--- src/pfs_defines.svh ---
// Purpose: Offsets, reset values and fixed figures of the program flow block.
// Assumes: Included by the package; the design module uses its macros.
// Notes:   Register offsets are indices on the plain register port.
`ifndef PFS_DEFINES_SVH
`define PFS_DEFINES_SVH

// ----------------------------------------------------------------------
// Register offsets
// ----------------------------------------------------------------------
`define PFS_REG_PROG_COUNTER_LOW 3'h0
`define PFS_REG_TABLE_PTR_LOW 3'h1
`define PFS_REG_TABLE_PTR_HIGH 3'h2
`define PFS_REG_TABLE_HIGH_LATCH 3'h3
`define PFS_REG_BANK_SELECT 3'h4
`define PFS_REG_STATUS 3'h5

// ----------------------------------------------------------------------
// Widths and fixed addresses
// ----------------------------------------------------------------------
`define PFS_PM_ADDR_W 15
`define PFS_PM_DATA_W 16
`define PFS_INPAGE_W 13
`define PFS_BANK_W 2
`define PFS_PAGE_W 8
`define PFS_RESET_VECTOR 15'h0000
`define PFS_LAST_PAGE 7'h7f
`define PFS_PHASES 4

// ----------------------------------------------------------------------
// Reset values
// ----------------------------------------------------------------------
`define PFS_RST_BYTE 8'h00
`define PFS_RST_PTR_HIGH 7'h00
`define PFS_RST_BANK 2'h0
`define PFS_RST_STATUS 4'h0

`endif

--- src/pfs_pkg.sv ---
// Purpose: Types shared by the program flow block.
// Assumes: Nothing beyond the defines header.
// Notes:   Operation codes are produced by the instruction decoder.
`include "pfs_defines.svh"

package pfs_pkg;

   // -------------------------------------------------------------------
   // Instruction cycle phases
   // -------------------------------------------------------------------
   typedef enum logic [1:0] {
      PFS_T1 = 2'b00,
      PFS_T2 = 2'b01,
      PFS_T3 = 2'b10,
      PFS_T4 = 2'b11
   } pfs_phase_e;

   // -------------------------------------------------------------------
   // Decoded operations
   // -------------------------------------------------------------------
   typedef enum logic [3:0] {
      PFS_OP_NONE = 4'h0,
      PFS_OP_ALU = 4'h1,
      PFS_OP_JUMP = 4'h2,
      PFS_OP_CALL = 4'h3,
      PFS_OP_SUBROUTINE_EXIT = 4'h4,
      PFS_OP_INTERRUPT_EXIT = 4'h5,
      PFS_OP_SKIP_MET = 4'h6,
      PFS_OP_PAGE_TABLE_READ = 4'h7,
      PFS_OP_LAST_PAGE_TABLE_READ = 4'h8,
      PFS_OP_EXT_PAGE_TABLE_READ = 4'h9,
      PFS_OP_EXT_LAST_PAGE_TABLE_READ = 4'ha
   } pfs_op_e;

endpackage : pfs_pkg

--- src/pfs_flow.sv ---
// Purpose: Program counter, return stack and table read sequencing.
// Assumes: Decoder presents the operation of the executing instruction.
// Notes:   Program memory answers in the cycle of its read strobe.
`timescale 1ns/1ps

module pfs_flow
   import pfs_pkg::*;
#(
   parameter int STACK_DEPTH = 8,
   parameter int SECTOR_W = 3
) (
   // Clock, reset and enable
   input wire logic i_clock,
   input wire logic i_rst_n,
   input wire logic i_ce,
   // Decoded instruction
   input wire pfs_op_e i_op,
   input wire logic [`PFS_INPAGE_W-1:0] i_target,
   input wire logic [SECTOR_W-1:0] i_op_sector,
   input wire logic [7:0] i_op_addr,
   input wire logic [7:0] i_alu_result,
   input wire logic [3:0] i_alu_flags,
   // Interrupt logic
   input wire logic i_int_req,
   input wire logic [`PFS_PM_ADDR_W-1:0] i_int_vector,
   output logic o_int_ack,
   // Program memory
   output logic [`PFS_PM_ADDR_W-1:0] o_pm_addr,
   output logic o_pm_rd,
   input wire logic [`PFS_PM_DATA_W-1:0] i_pm_rdata,
   // Data memory
   output logic o_dm_we,
   output logic [SECTOR_W+7:0] o_dm_addr,
   output logic [7:0] o_dm_wdata,
   // Register port
   input wire logic [2:0] i_reg_addr,
   input wire logic [7:0] i_reg_wdata,
   input wire logic i_reg_wr,
   input wire logic i_reg_rd,
   output logic [7:0] o_reg_rdata,
   // Sequencing status
   output logic [1:0] o_phase,
   output logic o_discard,
   output logic o_hold
);

   localparam int SP_W = $clog2(STACK_DEPTH + 1);
   localparam logic [SP_W-1:0] SP_MAX = SP_W'(STACK_DEPTH);
   localparam int AW = `PFS_PM_ADDR_W;

   // ------------------------------------------------------------------
   // Parameter checks
   // ------------------------------------------------------------------
   if (STACK_DEPTH < 2 || STACK_DEPTH > 64) begin : g_bad_depth
      $error("Stack depth must lie between 2 and 64.");
   end
   if (SECTOR_W < 1 || SECTOR_W > 8) begin : g_bad_sector
      $error("Sector width must lie between 1 and 8.");
   end

   // ------------------------------------------------------------------
   // Decoding helpers
   // ------------------------------------------------------------------
   function automatic logic is_table(input pfs_op_e op);
      is_table = (op == PFS_OP_PAGE_TABLE_READ) ||
                 (op == PFS_OP_LAST_PAGE_TABLE_READ) ||
                 (op == PFS_OP_EXT_PAGE_TABLE_READ) ||
                 (op == PFS_OP_EXT_LAST_PAGE_TABLE_READ);
   endfunction : is_table

   function automatic logic is_ctrl(input pfs_op_e op);
      is_ctrl = (op == PFS_OP_JUMP) || (op == PFS_OP_CALL) ||
                (op == PFS_OP_SUBROUTINE_EXIT) ||
                (op == PFS_OP_INTERRUPT_EXIT) || (op == PFS_OP_SKIP_MET);
   endfunction : is_ctrl

   // ------------------------------------------------------------------
   // State
   // ------------------------------------------------------------------
   pfs_phase_e phase_r;
   pfs_phase_e phase_nxt;
   logic [AW-1:0] pc_r;
   logic [AW-1:0] pc_nxt;
   logic [AW-1:0] fetch_addr_r;
   logic [AW-1:0] stack_r [STACK_DEPTH];
   logic [SP_W-1:0] sp_r;
   logic dummy_r;
   logic dummy_nxt;
   logic tbl_busy_r;
   logic [AW-1:0] tbl_addr_r;
   logic [SECTOR_W+7:0] tbl_dest_r;
   logic pcl_pend_r;
   logic [7:0] pcl_val_r;
   logic [7:0] table_ptr_low_r;
   logic [6:0] table_ptr_high_r;
   logic [7:0] table_high_byte_latch_r;
   logic [`PFS_BANK_W-1:0] program_bank_select_r;
   logic [3:0] status_r;
   logic int_ack_r;
   logic [AW-1:0] pm_addr_r;
   logic pm_rd_r;
   logic dm_we_r;
   logic [SECTOR_W+7:0] dm_addr_r;
   logic [7:0] dm_wdata_r;
   logic [7:0] reg_rdata_r;
   logic boot_r;
   logic t4;
   logic op_go;
   logic pcl_apply;
   logic push;
   logic pop;
   logic ack_nxt;
   logic alu_wr;
   logic stack_full;

   assign o_int_ack = int_ack_r;
   assign o_pm_addr = pm_addr_r;
   assign o_pm_rd = pm_rd_r;
   assign o_dm_we = dm_we_r;
   assign o_dm_addr = dm_addr_r;
   assign o_dm_wdata = dm_wdata_r;
   assign o_reg_rdata = reg_rdata_r;
   assign o_phase = phase_r;
   assign o_discard = dummy_r;
   assign o_hold = tbl_busy_r;

   // ------------------------------------------------------------------
   // Phase generator
   // ------------------------------------------------------------------
   always_comb begin
      unique case (phase_r)
         PFS_T1: phase_nxt = PFS_T2;
         PFS_T2: phase_nxt = PFS_T3;
         PFS_T3: phase_nxt = PFS_T4;
         PFS_T4: phase_nxt = PFS_T1;
      endcase
   end

   always_ff @(posedge i_clock or negedge i_rst_n) begin
      if (!i_rst_n) begin
         phase_r <= PFS_T1;
      end else if (i_ce) begin
         phase_r <= phase_nxt;
      end
   end

   // ------------------------------------------------------------------
   // Operation control
   // ------------------------------------------------------------------
   assign stack_full = (sp_r == SP_MAX);
   assign t4 = i_ce && (phase_r == PFS_T4);
   assign op_go = t4 && !dummy_r && !tbl_busy_r;
   assign pcl_apply = t4 && pcl_pend_r && !tbl_busy_r;

   always_comb begin
      push = 1'b0;
      pop = 1'b0;
      ack_nxt = 1'b0;
      alu_wr = 1'b0;
      dummy_nxt = 1'b0;
      pc_nxt = pc_r;
      if (op_go) begin
         unique case (i_op)
            PFS_OP_JUMP: begin
               pc_nxt = {program_bank_select_r, i_target};
               dummy_nxt = 1'b1;
            end
            PFS_OP_CALL: begin
               push = 1'b1;
               pc_nxt = {program_bank_select_r, i_target};
               dummy_nxt = 1'b1;
            end
            PFS_OP_SUBROUTINE_EXIT, PFS_OP_INTERRUPT_EXIT: begin
               pop = 1'b1;
               pc_nxt = stack_r[0];
               dummy_nxt = 1'b1;
            end
            PFS_OP_SKIP_MET: begin
               dummy_nxt = 1'b1;
            end
            PFS_OP_ALU: begin
               alu_wr = 1'b1;
            end
            default: begin
            end
         endcase
         if (!is_ctrl(i_op) && !is_table(i_op) && !pcl_pend_r &&
             i_int_req && !stack_full) begin
            ack_nxt = 1'b1;
            push = 1'b1;
            pc_nxt = i_int_vector;
            dummy_nxt = 1'b1;
         end
      end
      if (pcl_apply) begin
         pc_nxt = {pc_r[AW-1:8], pcl_val_r};
         dummy_nxt = 1'b1;
      end
   end

   // ------------------------------------------------------------------
   // Program counter and fetch
   // ------------------------------------------------------------------
   always_ff @(posedge i_clock or negedge i_rst_n) begin
      if (!i_rst_n) begin
         pc_r <= `PFS_RESET_VECTOR;
         fetch_addr_r <= `PFS_RESET_VECTOR;
         pm_addr_r <= `PFS_RESET_VECTOR;
         pm_rd_r <= 1'b0;
         boot_r <= 1'b1;
      end else if (i_ce) begin
         pm_rd_r <= 1'b0;
         if (phase_r == PFS_T1 && !tbl_busy_r) begin
            pm_addr_r <= pc_r;
            pm_rd_r <= 1'b1;
            fetch_addr_r <= pc_r;
            pc_r <= pc_r + 15'h0001;
            boot_r <= 1'b0;
         end else if (phase_r == PFS_T2 && tbl_busy_r) begin
            pm_addr_r <= tbl_addr_r;
            pm_rd_r <= 1'b1;
         end else if (t4) begin
            pc_r <= pc_nxt;
         end
      end
   end

   always_ff @(posedge i_clock or negedge i_rst_n) begin
      if (!i_rst_n) begin
         dummy_r <= 1'b0;
         int_ack_r <= 1'b0;
      end else if (i_ce) begin
         int_ack_r <= ack_nxt;
         if (t4) begin
            dummy_r <= dummy_nxt;
         end
      end
   end

   // ------------------------------------------------------------------
   // Return stack
   // ------------------------------------------------------------------
   always_ff @(posedge i_clock or negedge i_rst_n) begin
      if (!i_rst_n) begin
         sp_r <= '0;
         for (int i = 0; i < STACK_DEPTH; i++) begin
            stack_r[i] <= `PFS_RESET_VECTOR;
         end
      end else if (i_ce) begin
         if (push) begin
            // The oldest entry drops off the bottom when full.
            for (int i = STACK_DEPTH - 1; i > 0; i--) begin
               stack_r[i] <= stack_r[i-1];
            end
            stack_r[0] <= fetch_addr_r;
            if (!stack_full) begin
               sp_r <= sp_r + 1'b1;
            end
         end else if (pop) begin
            for (int i = 0; i < STACK_DEPTH - 1; i++) begin
               stack_r[i] <= stack_r[i+1];
            end
            if (sp_r != '0) begin
               sp_r <= sp_r - 1'b1;
            end
         end
      end
   end

   // ------------------------------------------------------------------
   // Table read sequencing
   // ------------------------------------------------------------------
   always_ff @(posedge i_clock or negedge i_rst_n) begin
      if (!i_rst_n) begin
         tbl_busy_r <= 1'b0;
         tbl_addr_r <= `PFS_RESET_VECTOR;
         tbl_dest_r <= '0;
      end else if (i_ce) begin
         if (op_go && is_table(i_op)) begin
            tbl_busy_r <= 1'b1;
            if (i_op == PFS_OP_LAST_PAGE_TABLE_READ ||
                i_op == PFS_OP_EXT_LAST_PAGE_TABLE_READ) begin
               tbl_addr_r <= {`PFS_LAST_PAGE, table_ptr_low_r};
            end else begin
               tbl_addr_r <= {table_ptr_high_r, table_ptr_low_r};
            end
            if (i_op == PFS_OP_PAGE_TABLE_READ ||
                i_op == PFS_OP_LAST_PAGE_TABLE_READ) begin
               tbl_dest_r <= {{SECTOR_W{1'b0}}, i_op_addr};
            end else begin
               tbl_dest_r <= {i_op_sector, i_op_addr};
            end
         end else if (t4) begin
            tbl_busy_r <= 1'b0;
         end
      end
   end

   // ------------------------------------------------------------------
   // Data memory writes from table reads and the ALU
   // ------------------------------------------------------------------
   always_ff @(posedge i_clock or negedge i_rst_n) begin
      if (!i_rst_n) begin
         dm_we_r <= 1'b0;
         dm_addr_r <= '0;
         dm_wdata_r <= `PFS_RST_BYTE;
      end else if (i_ce) begin
         dm_we_r <= 1'b0;
         if (tbl_busy_r && phase_r == PFS_T3) begin
            dm_we_r <= 1'b1;
            dm_addr_r <= tbl_dest_r;
            dm_wdata_r <= i_pm_rdata[7:0];
         end else if (alu_wr) begin
            dm_we_r <= 1'b1;
            dm_addr_r <= {i_op_sector, i_op_addr};
            dm_wdata_r <= i_alu_result;
         end
      end
   end

   // ------------------------------------------------------------------
   // Software registers
   // ------------------------------------------------------------------
   always_ff @(posedge i_clock or negedge i_rst_n) begin
      if (!i_rst_n) begin
         pcl_pend_r <= 1'b0;
         pcl_val_r <= `PFS_RST_BYTE;
         table_ptr_low_r <= `PFS_RST_BYTE;
         table_ptr_high_r <= `PFS_RST_PTR_HIGH;
         table_high_byte_latch_r <= `PFS_RST_BYTE;
         program_bank_select_r <= `PFS_RST_BANK;
         status_r <= `PFS_RST_STATUS;
      end else if (i_ce) begin
         if (pcl_apply) begin
            pcl_pend_r <= 1'b0;
         end
         if (i_reg_wr) begin
            unique case (i_reg_addr)
               `PFS_REG_PROG_COUNTER_LOW: begin
                  pcl_pend_r <= 1'b1;
                  pcl_val_r <= i_reg_wdata;
               end
               `PFS_REG_TABLE_PTR_LOW: table_ptr_low_r <= i_reg_wdata;
               `PFS_REG_TABLE_PTR_HIGH: table_ptr_high_r <= i_reg_wdata[6:0];
               `PFS_REG_TABLE_HIGH_LATCH: begin
                  table_high_byte_latch_r <= i_reg_wdata;
               end
               `PFS_REG_BANK_SELECT: begin
                  program_bank_select_r <= i_reg_wdata[1:0];
               end
               `PFS_REG_STATUS: status_r <= i_reg_wdata[3:0];
               default: begin
               end
            endcase
         end
         if (tbl_busy_r && phase_r == PFS_T3) begin
            table_high_byte_latch_r <= i_pm_rdata[15:8];
         end
         if (alu_wr) begin
            status_r <= i_alu_flags;
         end
      end
   end

   always_ff @(posedge i_clock or negedge i_rst_n) begin
      if (!i_rst_n) begin
         reg_rdata_r <= `PFS_RST_BYTE;
      end else if (i_ce) begin
         reg_rdata_r <= `PFS_RST_BYTE;
         if (i_reg_rd) begin
            unique case (i_reg_addr)
               `PFS_REG_PROG_COUNTER_LOW: reg_rdata_r <= fetch_addr_r[7:0];
               `PFS_REG_TABLE_PTR_LOW: reg_rdata_r <= table_ptr_low_r;
               `PFS_REG_TABLE_PTR_HIGH: reg_rdata_r <= {1'b0, table_ptr_high_r};
               `PFS_REG_TABLE_HIGH_LATCH: begin
                  reg_rdata_r <= table_high_byte_latch_r;
               end
               `PFS_REG_BANK_SELECT: begin
                  reg_rdata_r <= {6'h00, program_bank_select_r};
               end
               `PFS_REG_STATUS: reg_rdata_r <= {4'h0, status_r};
               default: reg_rdata_r <= `PFS_RST_BYTE;
            endcase
         end
      end
   end
endmodule : pfs_flow

--- config.mk ---
export PLATFORM = sky130hd
export DESIGN_NAME = pfs_flow
export DESIGN_NICKNAME = d
export VERILOG_FILES = /design/src/pfs_pkg.sv /design/src/pfs_flow.sv
export VERILOG_INCLUDE_DIRS = /design/src
export SDC_FILE = /design/constraint.sdc
export NUM_CORES = 1
export LEC_CHECK = 0
export BUFFER_PORTS_ARGS = -buffer_cell sky130_fd_sc_hd__clkbuf_2
export CORE_UTILIZATION = 45
export DETAILED_ROUTE_END_ITERATION = 6
export PLACE_DENSITY = 0.65
export SLEW_MARGIN = 10
export SYNTH_ARGS = -nofsm -noshare
export SYNTH_HDL_FRONTEND = slang
export SYNTH_SLANG_ARGS = --single-unit
--- constraint.sdc ---
create_clock -name i_clock -period 3.2 [get_ports i_clock]
set_input_delay 0.48 -clock i_clock [delete_from_list [all_inputs] [get_ports i_clock]]
set_output_delay 0.48 -clock i_clock [all_outputs]
set_load 0.05 [all_outputs]
# After elaboration in Yosys (flattened, before gate mapping)

Index checks and enable logic that the tools add are counted.

Reduce and logical (&&, ||, !) cells: 64
$add $sub $neg: 3
Eq/ne operators: 22
Muxes and demuxes: 52

Operators by type and width:

| kind                  | count |
|---|---|
| $mux 105              | 2 |
| $mux 15               | 9 |
| $mux 8                | 6 |
| $pmux 8 s6            | 1 |
| $mux 11               | 3 |
| $pmux 15 s2           | 1 |
| $mux 4                | 7 |
| $mux 1                | 22 |
| $reduce_bool 2->1     | 11 |
| $reduce_and 3->1      | 6 |
| $eq 4x3->1 const B    | 4 |
| $eq 4x4->1 const B    | 4 |
| $reduce_and 2->1      | 8 |
| $add 15x1->15 const B | 1 |
| $logic_and 1x1->1     | 13 |
| $eq 4x2->1 const B    | 2 |
| $logic_or 1x1->1      | 8 |
| $pmux 2 s4            | 1 |
| $reduce_bool 4->1     | 2 |
| $eq 3x2->1 const B    | 2 |
| $eq 3x3->1 const B    | 2 |
| $logic_not 1->1       | 6 |
| $reduce_and 6->1      | 1 |
| $reduce_and 5->1      | 1 |
| 15 further kinds      | 18 |

Bits in registers: 267
Input port bits: 88
Logic and storage cells: 172

# Logic depth before layout (Yosys ltp)

Depth after elaboration: 16
Gate-level depth with buffers: 12
Gate-level depth less buffers: 9

# Least setup slack after synthesis

OpenSTA, ideal clock, no wires.

Kind: flip-flop to flip-flop
From: register phase_r[1] (netlist: o_phase[1])
To: register sp_r[2]
Cell stages (with the launch flop): 10
Required time: 3078 ps
Library setup time: 122 ps
Buffers on the path: 3
Arrival time: 2566 ps
Setup slack: 512 ps
Path through: dfrtp_1 ha_1 and4bb_1 buf_2 nand2_2 buf_4 buf_2 ha_1 or3_1 a32o_1

Cells in the longest elaborated chain, start to end: 7

Ends and longest elaborated chain:

| what                                                                    | RTL line        | RTL |
|---|---|---|
| start, declared                                                         | pfs_flow.sv:80  | `pfs_phase_e phase_r;` |
| start signal, assigned                                                  | pfs_flow.sv:143 | `phase_r <= phase_nxt;` |
| $eq 2x2->1 *                                                            | pfs_flow.sv:151 | `assign t4 = i_ce && (phase_r == PFS_T4);` |
| $logic_and 1x1->1 *                                                     | pfs_flow.sv:151 |  |
| $logic_and 1x1->1 * (2 in a row)                                        | pfs_flow.sv:152 | `assign op_go = t4 && !dummy_r && !tbl_busy_r;` |
| $mux 1                                                                  | pfs_flow.sv:162 | `if (op_go) begin` |
| $ne 2x2->1 (no source line) / $reduce_bool 2->1 (equally long branches) | -               |  |
| $reduce_and 4->1 (no source line)                                       | -               |  |
| end signal, assigned                                                    | pfs_flow.sv:257 | `sp_r <= sp_r + 1'b1;` |
| end signal, assigned                                                    | pfs_flow.sv:264 | `sp_r <= sp_r - 1'b1;` |
| end, declared                                                           | pfs_flow.sv:86  | `logic [SP_W-1:0] sp_r;` |

Every way passes the cells marked *; elsewhere a longest branch is shown, timed or not.
A chain may end at the register's enable or synchronous reset.

# Worst setup path after layout

From: register phase_r[0] (netlist: o_phase[0])
To: register sp_r[2]

The elaborated chain is that of the path after synthesis.

==> metrics <==
worst clock skew 18.7 ps; clk root buf clkbuf_16; Final Core Density 52.5%; initial antenna violation count 2; DR DRC count 0; Power Density 894 nW/um^2; final setup fails 0; worst vdd ir 430 uV; Starting DRT DRC Count 661; Placer Congestion 0.854; Area Growth Syn to Fin 14.3%; All-Layer GR Usage 19.7%; Mapped Nets 1286; dpl cells 1642; vias per inst 5.34; crit path buf inv count 0; Distinct cells, synth 70; #FFs+latches synth 267; Ports 137; most frequent cells in the layout 267 x dfrtp_1, 169 x mux2i_1, 140 x nor2_1; Port Buffers 136; Leak 7.77 nW; Post-CTS Setup Inserts 0; CP Capture Type flop; share of cells above drive strength 1 22.5%; H-tree Lvls 1; Seq/Total Area, Yosys 52.1%; Final Hold Viols 24; Starting Density 45.9%; Max Cap Viol 0; Clock transition at path regs 60 ps; CP dominant cell by count ha_1; critical path cell sequence ha_1 -> and4bb_1 -> nand2_8 -> ha_1 -> or3_1 -> a32o_1; Clock Latency Late Sink 540 ps; Worst path slowest cell and4bb_1; Layout Cells excl Fill 1695; final worst slack 654 ps; cts hold-fix bufs 0; Avg Inst Size Synth 10.8 um^2; wirelength, routed 28200 um; cts repair resizes 0; Post-Synthesis Cells 1191; clock buffer depth 3; worst hold path class primary input to asynchronous set/reset pin; status finished with violations; largest net degree at the start of global routing 121; Row Count 61; Crit Path Class flop to flop; Max-slew headroom 26.3%; Die Ht 171 um; nets 1390; Synth Cell Area 12800 um^2; Post-DP Area 13800 um^2; Period minus WS final 2550 ps; global-route wire length before repair 46200 um; Primary FF master, synth dfrtp_1; TNS Setup 0 ps; routed length per placed instance 16.6 um; via count 9050; Critical Path Source Type flop; DR pass1 iterations 5; Hold WS -35.8 ps; grt total ovfl 0; TritonCTS Buffers 29; dpl ws 519 ps; number of synthesized flops with an enable pin 0; CTS Sinks 267; CP Max Fanout 26; commonest non-fill, non-tap cell in the layout dfrtp_1; slew at the pin closest to its max-slew limit 1110 ps; fmax 393 MHz; Max Slew Vio Count 0; vias in the first global route 8648; CTS tree built; Yosys warning total 0; CP arrival 2980 ps; RSZ-0062 raised after global routing no; crit-path leading delay family simple AND/OR/NAND/NOR gates; CP max stage delay 560 ps; failing checks negative hold slack; DIE WIDTH 171 um; Design Area, Final 14700 um^2; die area 29200 um^2; fraction of registers with async set/reset 100%; Core Area 27900 um^2; HPWL Detailed 19400 um; final worst-path cycle share 79.6%; Req. time, crit path 3630 ps; post-route ant nets 0
cells by family (layout without fill, tap and decap cells):
logic type | count (synthesis) | count (layout) | synth area share [%]
mux | 253 | 253 | 20.8
compound gates | 279 | 279 | 12.5
xor+xnor | 4 | 4 | 0.273
flops | 267 | 267 | 52.1
other cells | 0 | 1 | 0
fa+ha+maj | 7 | 7 | 0.683
simple gates | 281 | 281 | 9.68
buf+inv | 100 | 225 | 3.95
where the power goes:
group          internal, W  switching (W)
Sequential         0.00481        0.00118
Combinational      0.00165        0.00235
Clock              0.00179        0.00132
layer usage:
layer | vias up | global-route usage, % | share of wire, %
li1 | 4436 | - | -
met5 | - | 0 | 0.043
met3 | 57 | 3.75 | 4.9
met1 | 4343 | 27.6 | 47
met4 | 2 | 6.19 | 3.2
met2 | 212 | 30.8 | 45
flip-flops by register name (all words and copies together) (netlist names), 4 cells and up:
register and flops:
stack_r 120, fetch_addr_r 15, o_pm_addr 15, pc_r 15
tbl_addr_r 15, o_dm_addr 11, tbl_dest_r 11, o_dm_wdata 8
o_reg_rdata 8, pcl_val_r 8, table_high_byte_latch_r 8, table_ptr_low_r 8
table_ptr_high_r 7, sp_r 4, status_r 4
worst paths after layout:
path                                                         from                                      to  slack [ps]  cells after the start
max in group asynchronous                                 i_rst_n              o_reg_rdata[4]$_DFFE_PN0P_        2400                      2
min in group i_clock                               i_op_sector[1]               tbl_dest_r[9]$_DFFE_PN0P_         170                      2
max                                        o_phase[0]$_DFFE_PN0P_                     sp_r[2]$_DFFE_PN0P_         650                      6
max reg2reg                                o_phase[0]$_DFFE_PN0P_                     sp_r[2]$_DFFE_PN0P_         650                      6
min                                                       i_rst_n                 stack_r[18]$_DFFE_PN0P_         -40                      1
min reg2reg                table_high_byte_latch_r[4]$_DFFE_PN0P_  table_high_byte_latch_r[4]$_DFFE_PN0P_         480                      2
final cells by class:
class / instances / area (um^2)
Fill cell: 2552 / 13300
Clock buffer: 38 / 779
Sequential cell: 267 / 6680
Antenna cell: 1 / 2.50
Clock inverter: 14 / 100
Tap cell: 378 / 473
Timing Repair Buffer: 153 / 881
Inverter: 20 / 75.1
Multi-Input combinational cell: 824 / 5660
cell usage after synthesis (all sizes together), types with 2 or more instances:
cell	count	area, um^2
a211oi	4	30.0
a32oi	2	17.5
o22a	2	17.5
a221oi	3	43.8
a31oi	11	68.8
buf	60	355
nand2	85	322
nand2b	6	37.5
inv	20	75.1
mux4	3	67.6
mux2	81	912
a21oi	124	624
or2	2	12.5
clkbuf	20	76.3
o32ai	2	17.5
dfrtp	267	6680
nand3b	3	35.0
nor2b	6	37.5
nor3	6	35.0
xor2	2	17.5
a21boi	2	15.0
a2111oi	2	17.5
and3	3	18.8
nand3	11	55.1
mux2i	169	1690
o22ai	10	62.6
a22o	4	35.0
nor3b	4	30.0
nand4b	2	17.5
a22oi	4	30.0
ha	7	87.6
a21o	2	15.0
o211ai	5	37.5
o21ai	90	454
nor2	141	537
nand4	2	12.5
or3	3	23.8
a222oi	3	30.0
xnor2	2	17.5
per-stage QoR:
stage | hold slack, ps | total power [W]
6_report | -35.8 | 0.0131
5_1_grt | 15.6 | 0.0139
4_1_cts | 0.628 | 0.0132
3_5_place_dp | 470 | 0.0100
3_3_place_gp | 460 | 0.00988
2_1_floorplan | 184 | 0.00883
No activity file was read; power rests on OpenSTA's default activity.
